### src/dci_pkg.sv
/*
  dci_pkg: shared constants and types for the daisy-chain interrupt port.
  Assumes a single 50 MHz system clock domain; the host strobes are asynchronous pins.
*/
package dci_pkg;

  localparam int unsigned DATA_W = 8;
  localparam int unsigned ADDR_W = 2;

  // register selects on the address lines
  localparam logic [ADDR_W-1:0] ADDR_VECTOR  = 2'h0;
  localparam logic [ADDR_W-1:0] ADDR_COMMAND = 2'h1;
  localparam logic [ADDR_W-1:0] ADDR_STATUS  = 2'h2;
  localparam logic [ADDR_W-1:0] ADDR_SPARE   = 2'h3;

  // command register bit positions
  localparam int unsigned CMD_CLR_SERVICE = 0;
  localparam int unsigned CMD_CLR_PENDING = 1;
  localparam int unsigned CMD_SET_BLOCK   = 2;
  localparam int unsigned CMD_CLR_BLOCK   = 3;

  // status register bit positions
  localparam int unsigned STS_PENDING = 0;
  localparam int unsigned STS_SERVICE = 1;
  localparam int unsigned STS_BLOCK   = 2;
  localparam int unsigned STS_CHAIN   = 3;

  localparam logic [DATA_W-1:0] VECTOR_RST = 8'h00;
  localparam logic [DATA_W-1:0] DATA_ZERO  = 8'h00;

  // synchroniser depth, in clock edges, before logic sees a pin
  localparam int unsigned SYNC_STAGES = 2;

  // asynchronous host strobes and the chain input, all sampled together
  typedef struct packed {
    logic ce_n;
    logic rd_n;
    logic wr_n;
    logic irq_ack_n;
    logic chain_enable_in;
  } dci_pins_s;

  localparam int unsigned PINS_W = $bits(dci_pins_s);
  localparam dci_pins_s PINS_IDLE = '{ce_n: 1'b1, rd_n: 1'b1, wr_n: 1'b1, irq_ack_n: 1'b1, chain_enable_in: 1'b0};

endpackage : dci_pkg

### src/dci_sync.sv
/*
  dci_sync: two-flop synchroniser for a bundle of level signals.
  Assumes each bit is a level that holds for several clocks.
*/
`timescale 1ns/1ps
module dci_sync #(
  parameter int unsigned W              = 1,
  parameter logic [W-1:0] RST_VAL       = '0
) (
  input  wire logic          i_clk_sys,
  input  wire logic          i_rst_b,
  input  wire logic [W-1:0]  i_async,
  output logic      [W-1:0]  o_sync
);

  logic [W-1:0] meta_reg;

  // meta_reg feeds only the second stage
  always_ff @(posedge i_clk_sys or negedge i_rst_b)
  begin
    if (!i_rst_b)
    begin
      meta_reg <= RST_VAL;
      o_sync   <= RST_VAL;
    end
    else
    begin
      meta_reg <= i_async;
      o_sync   <= meta_reg;
    end
  end

endmodule : dci_sync

### src/dci_port.sv
/*
  dci_port: host bus port and daisy-chain interrupt logic of a peripheral.
  Assumes the host keeps address, data and acknowledge stable through each strobe,
  and that the event inputs come from logic on i_clk_sys.
*/
`timescale 1ns/1ps
// What this block does
// - drive bus during chip-selected read or acknowledge read, release otherwise
// - write strobe stores data into selected register
// - read and write together reset the chip
// - address lines pick the register reached
// - acknowledge with read places vector on bus
// - request output is open-drain, low only
// - acknowledge sets service if pending and enabled
// - chain input low: no service, no vector
// - service flag cleared only by command or chip reset
// - idle chain out follows input and service
// - acknowledge chain out low if pending or service
// - block command forces chain out low
// - chain signals active high, ordered by priority
// - pending set by event, cleared by software/completion
// - no new request during acknowledge cycle
module dci_port (
  input  wire logic                          i_clk_sys,
  input  wire logic                          i_rst_b,
  input  wire logic                          i_ce_n,
  input  wire logic                          i_rd_n,
  input  wire logic                          i_wr_n,
  input  wire logic                          i_irq_ack_n,
  input  wire logic [dci_pkg::ADDR_W-1:0]    i_register_select_lines,
  input  wire logic [dci_pkg::DATA_W-1:0]    i_host_data_bus,
  output logic      [dci_pkg::DATA_W-1:0]    o_host_data_bus,
  output logic                               o_host_data_oe,
  output logic                               o_irq_n,
  output logic                               o_irq_n_oe,
  input  wire logic                          i_chain_enable_in,
  output logic                               o_chain_enable_out,
  input  wire logic                          i_pend_set,
  input  wire logic                          i_pend_done
);
  import dci_pkg::*;

  dci_pins_s pins_async;
  dci_pins_s pins;
  logic [ADDR_W+DATA_W-1:0] addr_data_sync;

  assign pins_async = '{ce_n: i_ce_n, rd_n: i_rd_n, wr_n: i_wr_n, irq_ack_n: i_irq_ack_n,
                        chain_enable_in: i_chain_enable_in};

  // strobes and chain input share one synchroniser bundle
  dci_sync #(
    .W       (PINS_W),
    .RST_VAL (PINS_IDLE)
  ) u_sync (
    .i_clk_sys (i_clk_sys),
    .i_rst_b   (i_rst_b),
    .i_async   (pins_async),
    .o_sync    (pins)
  );

  // address and data take the same two flops as the strobes, so they line up with them
  dci_sync #(
    .W       (ADDR_W + DATA_W),
    .RST_VAL ('0)
  ) u_sync_addr_data (
    .i_clk_sys (i_clk_sys),
    .i_rst_b   (i_rst_b),
    .i_async   ({i_register_select_lines, i_host_data_bus}),
    .o_sync    (addr_data_sync)
  );

  logic              pending_flag_reg;
  logic              under_service_flag_reg;
  logic              block_lower_chain_reg;
  logic [DATA_W-1:0] vector_reg;
  logic              ack_rd_prev_reg;
  logic              wr_prev_reg;
  logic              owner_reg;

  logic              pending_flag_next;
  logic              under_service_flag_next;
  logic              block_lower_chain_next;
  logic [DATA_W-1:0] vector_next;
  logic              owner_next;
  logic [DATA_W-1:0] data_next;
  logic              data_oe_next;
  logic              irq_oe_next;
  logic              chain_out_next;

  wire in_ack       = ~pins.irq_ack_n;
  wire cei          = pins.chain_enable_in;
  wire chip_rst     = ~pins.rd_n & ~pins.wr_n;
  wire reg_rd       = ~pins.ce_n & ~pins.rd_n & pins.wr_n & ~in_ack;
  wire ack_rd       = in_ack & ~pins.rd_n & pins.wr_n;
  wire ack_rd_start = ack_rd & ~ack_rd_prev_reg;
  wire wr_cyc       = ~pins.ce_n & ~pins.wr_n & pins.rd_n & ~in_ack;
  wire wr_start     = wr_cyc & ~wr_prev_reg;

  wire [ADDR_W-1:0] sel_sync   = addr_data_sync[DATA_W +: ADDR_W];
  wire [DATA_W-1:0] wdata_sync = addr_data_sync[DATA_W-1:0];

  wire sel_vector   = (sel_sync == ADDR_VECTOR);
  wire sel_command  = (sel_sync == ADDR_COMMAND);
  wire sel_status   = (sel_sync == ADDR_STATUS);
  wire wr_vector    = wr_start & sel_vector;
  wire wr_command   = wr_start & sel_command;

  wire cmd_clr_service = wr_command & wdata_sync[CMD_CLR_SERVICE];
  wire cmd_clr_pending = wr_command & wdata_sync[CMD_CLR_PENDING];
  wire cmd_set_block   = wr_command & wdata_sync[CMD_SET_BLOCK];
  wire cmd_clr_block   = wr_command & wdata_sync[CMD_CLR_BLOCK];

  // service set is gated by the chain input, so a blocked device never claims the vector
  wire service_set = ack_rd_start & pending_flag_reg & cei;

  wire [DATA_W-1:0] status_word = {{(DATA_W-4){1'b0}}, cei, block_lower_chain_reg,
                                   under_service_flag_reg, pending_flag_reg};
  wire [DATA_W-1:0] read_mux = sel_vector ? vector_reg :
                               sel_status ? status_word : DATA_ZERO;

  // set wins over a command or done clear in the same cycle; chip reset wins over set
  assign pending_flag_next = chip_rst ? 1'b0 :
                             i_pend_set ? 1'b1 :
                             (cmd_clr_pending | i_pend_done) ? 1'b0 : pending_flag_reg;

  assign under_service_flag_next = chip_rst ? 1'b0 :
                                   service_set ? 1'b1 :
                                   cmd_clr_service ? 1'b0 : under_service_flag_reg;

  assign block_lower_chain_next = chip_rst ? 1'b0 :
                                  cmd_set_block ? 1'b1 :
                                  cmd_clr_block ? 1'b0 : block_lower_chain_reg;

  assign vector_next = chip_rst ? VECTOR_RST :
                       wr_vector ? wdata_sync : vector_reg;

  assign owner_next   = ack_rd & (owner_reg | service_set);
  assign data_oe_next = reg_rd | owner_next;
  assign data_next    = owner_next ? vector_reg : read_mux;

  // frozen during acknowledge so the chain settles before any new request
  assign irq_oe_next = in_ack ? o_irq_n_oe :
                       (pending_flag_reg & cei & ~under_service_flag_reg & ~chip_rst);

  assign chain_out_next = cei & ~under_service_flag_reg & ~block_lower_chain_reg &
                          ~(in_ack & pending_flag_reg);

  always_ff @(posedge i_clk_sys or negedge i_rst_b)
  begin
    if (!i_rst_b)
    begin
      pending_flag_reg       <= 1'b0;
      under_service_flag_reg <= 1'b0;
      block_lower_chain_reg  <= 1'b0;
      vector_reg             <= VECTOR_RST;
      ack_rd_prev_reg        <= 1'b0;
      wr_prev_reg            <= 1'b0;
      owner_reg              <= 1'b0;
    end
    else
    begin
      pending_flag_reg       <= pending_flag_next;
      under_service_flag_reg <= under_service_flag_next;
      block_lower_chain_reg  <= block_lower_chain_next;
      vector_reg             <= vector_next;
      ack_rd_prev_reg        <= ack_rd;
      wr_prev_reg            <= wr_cyc;
      owner_reg              <= owner_next;
    end
  end

  // pin-facing outputs, all registered
  always_ff @(posedge i_clk_sys or negedge i_rst_b)
  begin
    if (!i_rst_b)
    begin
      o_host_data_bus    <= DATA_ZERO;
      o_host_data_oe     <= 1'b0;
      o_irq_n            <= 1'b0;
      o_irq_n_oe         <= 1'b0;
      o_chain_enable_out <= 1'b0;
    end
    else
    begin
      o_host_data_bus    <= data_next;
      o_host_data_oe     <= data_oe_next;
      o_irq_n            <= 1'b0;
      o_irq_n_oe         <= irq_oe_next;
      o_chain_enable_out <= chain_out_next;
    end
  end
endmodule : dci_port

### config.mk
export PLATFORM = sky130hd
export DESIGN_NAME = dci_port
export DESIGN_NICKNAME = d
export VERILOG_FILES = /design/src/dci_pkg.sv /design/src/dci_sync.sv /design/src/dci_port.sv
export SDC_FILE = /design/constraint.sdc
export NUM_CORES = 1
export LEC_CHECK = 0
export BUFFER_PORTS_ARGS = -buffer_cell sky130_fd_sc_hd__buf_2
export CAP_MARGIN = 40
export CORE_MARGIN = 10
export CORE_UTILIZATION = 24
export CTS_BUF_LIST = sky130_fd_sc_hd__clkbuf_16
export DETAILED_ROUTE_END_ITERATION = 8
export GPL_TIMING_DRIVEN = 0
export HOLD_SLACK_MARGIN = 0.12
export SYNTH_ARGS = -nofsm -noshare
export SYNTH_HDL_FRONTEND = slang
export SYNTH_HIERARCHICAL = 1
export SYNTH_SLANG_ARGS = --single-unit
### constraint.sdc
create_clock -name i_clk_sys -period 1.79 [get_ports i_clk_sys]
set_input_delay 0.179 -clock i_clk_sys [delete_from_list [all_inputs] [get_ports i_clk_sys]]
set_output_delay 0.179 -clock i_clk_sys [all_outputs]
set_load 0.005 [all_outputs]
==> results.ini <==
[routing]
first_iter_violations = 51
via_per_inst = 4.11
dr.pass1.iters = 4
drc = 0
detail_route.wl_per_cell_um = 12.2
vias = 1201
ant_nets = 0
routed_wl_mm = 3.56

[sta]
skew_ns = 0.00349
setup_tns_ns = 0
hold_ws_ns = 0.155
slew_viol_final = 0
relSlewSlack = 0.597
worst_pin_slew_ns = 0.604
max_freq_ghz = 0.680
finalHoldViolCount = 0
rsz0062_at_grt = false
fin_crit_sh = 0.821
setup_violations = 0
fin_crit_ns = 1.47

[power]
leakage_nw = 1.15
vdd_drop_max_uv = 311
p_per_area_nw_per_um2 = 932

[clocking]
clk_latency_ns = 0.29
cts-root-buf = clkbuf_16
h-tree-depth = 2
cts.sink_count = 55
cts_resized = 0
postCtsHoldBufs = 16
clockBufferDepth = 2
cts_tree = yes
cts_buffers = 5
cts_setup_buffers = 0
clk_pin_slew_worst_paths_ns = 0.06

[die]
core_um2 = 7850
rows = 32
die_area_um2 = 12200
die_x_um = 111
initial_core_util = 0.251
num_io_pins = 31
fp.dieH_um = 111

[synthesis]
ys_async_sr_fraction = 1.00
synth-seq-cells = 55
yosysSeqAreaShare = 0.705
synth_area_um2 = 1970
avgSynthCellArea_um2 = 14.5
yosysWarningCount = 6
syn_inst = 136
syn_nets = 155
synth_ff_type = dfrtp_1
synth-edff-count = 0
ys_types = 36

[global_routing]
grt_overflow = 0
antenna_found_initial = 0
grt_max_degree = 30
grt_pass1_wl_mm = 6.15
track_usage = 0.0599
grt_pass1_vias = 1264

[setup_path]
start_kind = flip-flop
worst-path-max-fanout = 10
critPathArrivalTime_ns = 1.65
crit_required_ns = 1.97
end_kind = flip-flop
rr_worst_depth = 5
crit_type = reg2reg

[place]
port_buffers = 29
dpl.hpwl_mm = 2.61
gp_congestion = 0.787

[run]
drv_cap = 0

[finish]
drive_gt1_frac = 0.347
area_growth_pct = 30.0
num_antenna_cells = 0
fin_nets = 208

[hold_path]
holdPathStages = 3
hold_class = in2reg

[outcome]
status = finished, final reports clean

## metrics by stage
step | instances | power, W | setup slack, ns | utilization | cell area (um^2)
floorplan | 136 | 0.00141 | 0.434 | - | 1970
global placement | 267 | 0.00148 | 0.341 | 0.285 | 2240
detailed placement | 268 | 0.00149 | 0.321 | 0.288 | 2260
CTS | 292 | 0.00242 | 0.310 | 0.326 | 2560
global route | 292 | 0.00249 | 0.188 | 0.326 | 2560
finish | 292 | 0.00238 | 0.320 | 0.326 | 2560
## cells in the mapped netlist (2+ instances only)
master	n	share of area
buf_2	2	0.0051
buf_6	2	0.011
dfrtp_1	47	0.60
dfstp_2	8	0.11
inv_1	4	0.0076
nand2_1	17	0.032
nand3b_1	2	0.0076
nand4_1	8	0.025
o211ai_1	6	0.023
o21a_1	5	0.019
o21ai_2	8	0.036
o311ai_2	2	0.017
or2_1	2	0.0064
## worst max-delay path, stage by stage, from the launching register on
cell and delay, ns:
dfstp_2 0.62, nand4bb_2 0.20, inv_4 0.16, and3_4 0.21, buf_12 0.13, o21ai_2 0.06
## cell families (layout without fill, tap and decap cells)
logic type             count (synthesis)  count (layout)  synth area share
other                                  1               1           0.00191
AOI/OAI and AO/OA                     27              27             0.116
and+or+nand+nor                       42              42             0.136
buffers and inverters                 11              65            0.0413
DFF                                   55              55             0.705
## placed cells by master (no fill, tap or decap), types with 2 or more instances in the layout
cell / synthesis / layout
or2_1: 2 / 2
nand3b_1: 2 / 2
o311ai_2: 2 / 2
clkbuf_16: 0 / 5
nand4_1: 8 / 8
dlygate4sd3_1: 0 / 16
inv_1: 4 / 5
buf_6: 2 / 2
nand2_1: 17 / 17
buf_12: 1 / 2
dfstp_2: 8 / 8
buf_2: 2 / 31
dfrtp_1: 47 / 47
o21ai_2: 8 / 8
o21a_1: 5 / 5
o211ai_1: 6 / 6
## final timing paths
path,from,end,slack (ns)
min in group asynchronous,i_rst_b,u_sync/meta_reg[0],0.44
min,i_pend_set,pending_flag_reg,0.16
min reg2reg,u_sync_addr_data/meta_reg[3],u_sync_addr_data/o_sync[3],0.35
max in group asynchronous,i_rst_b,u_sync/meta_reg[4],0.73
max,u_sync/o_sync[1],vector_reg[4],0.32
max reg2reg,u_sync/o_sync[1],vector_reg[4],0.32
## final cells by class
cell class	count	area, um^2
buffer	6	60.1
clock buffer	5	125
clock inverter	3	12.5
fill	817	5290
inverter	5	21.3
multi-input combinational	70	499
sequential	55	1390
tap	102	128
timing repair buffer	46	325
## per-layer routing
| layer | up-vias | routed length (um) | GRT usage |
|---|---|---|---|
| met1 | 589 | 1630 | 0.0729 |
| li1 | 585 | - | - |
| met5 | - | 0 | 0 |
| met3 | 4 | 108 | 0.0167 |
| met4 | 0 | 64 | 0.0311 |
| met2 | 23 | 1750 | 0.0939 |
## report_power, final
group          total, W  switching [W]  internal [W]
combinational  0.000151      0.0000725     0.0000783
sequential      0.00134      0.0000320       0.00130
clock          0.000898       0.000392      0.000506
(Power assumes the default switching activity.)
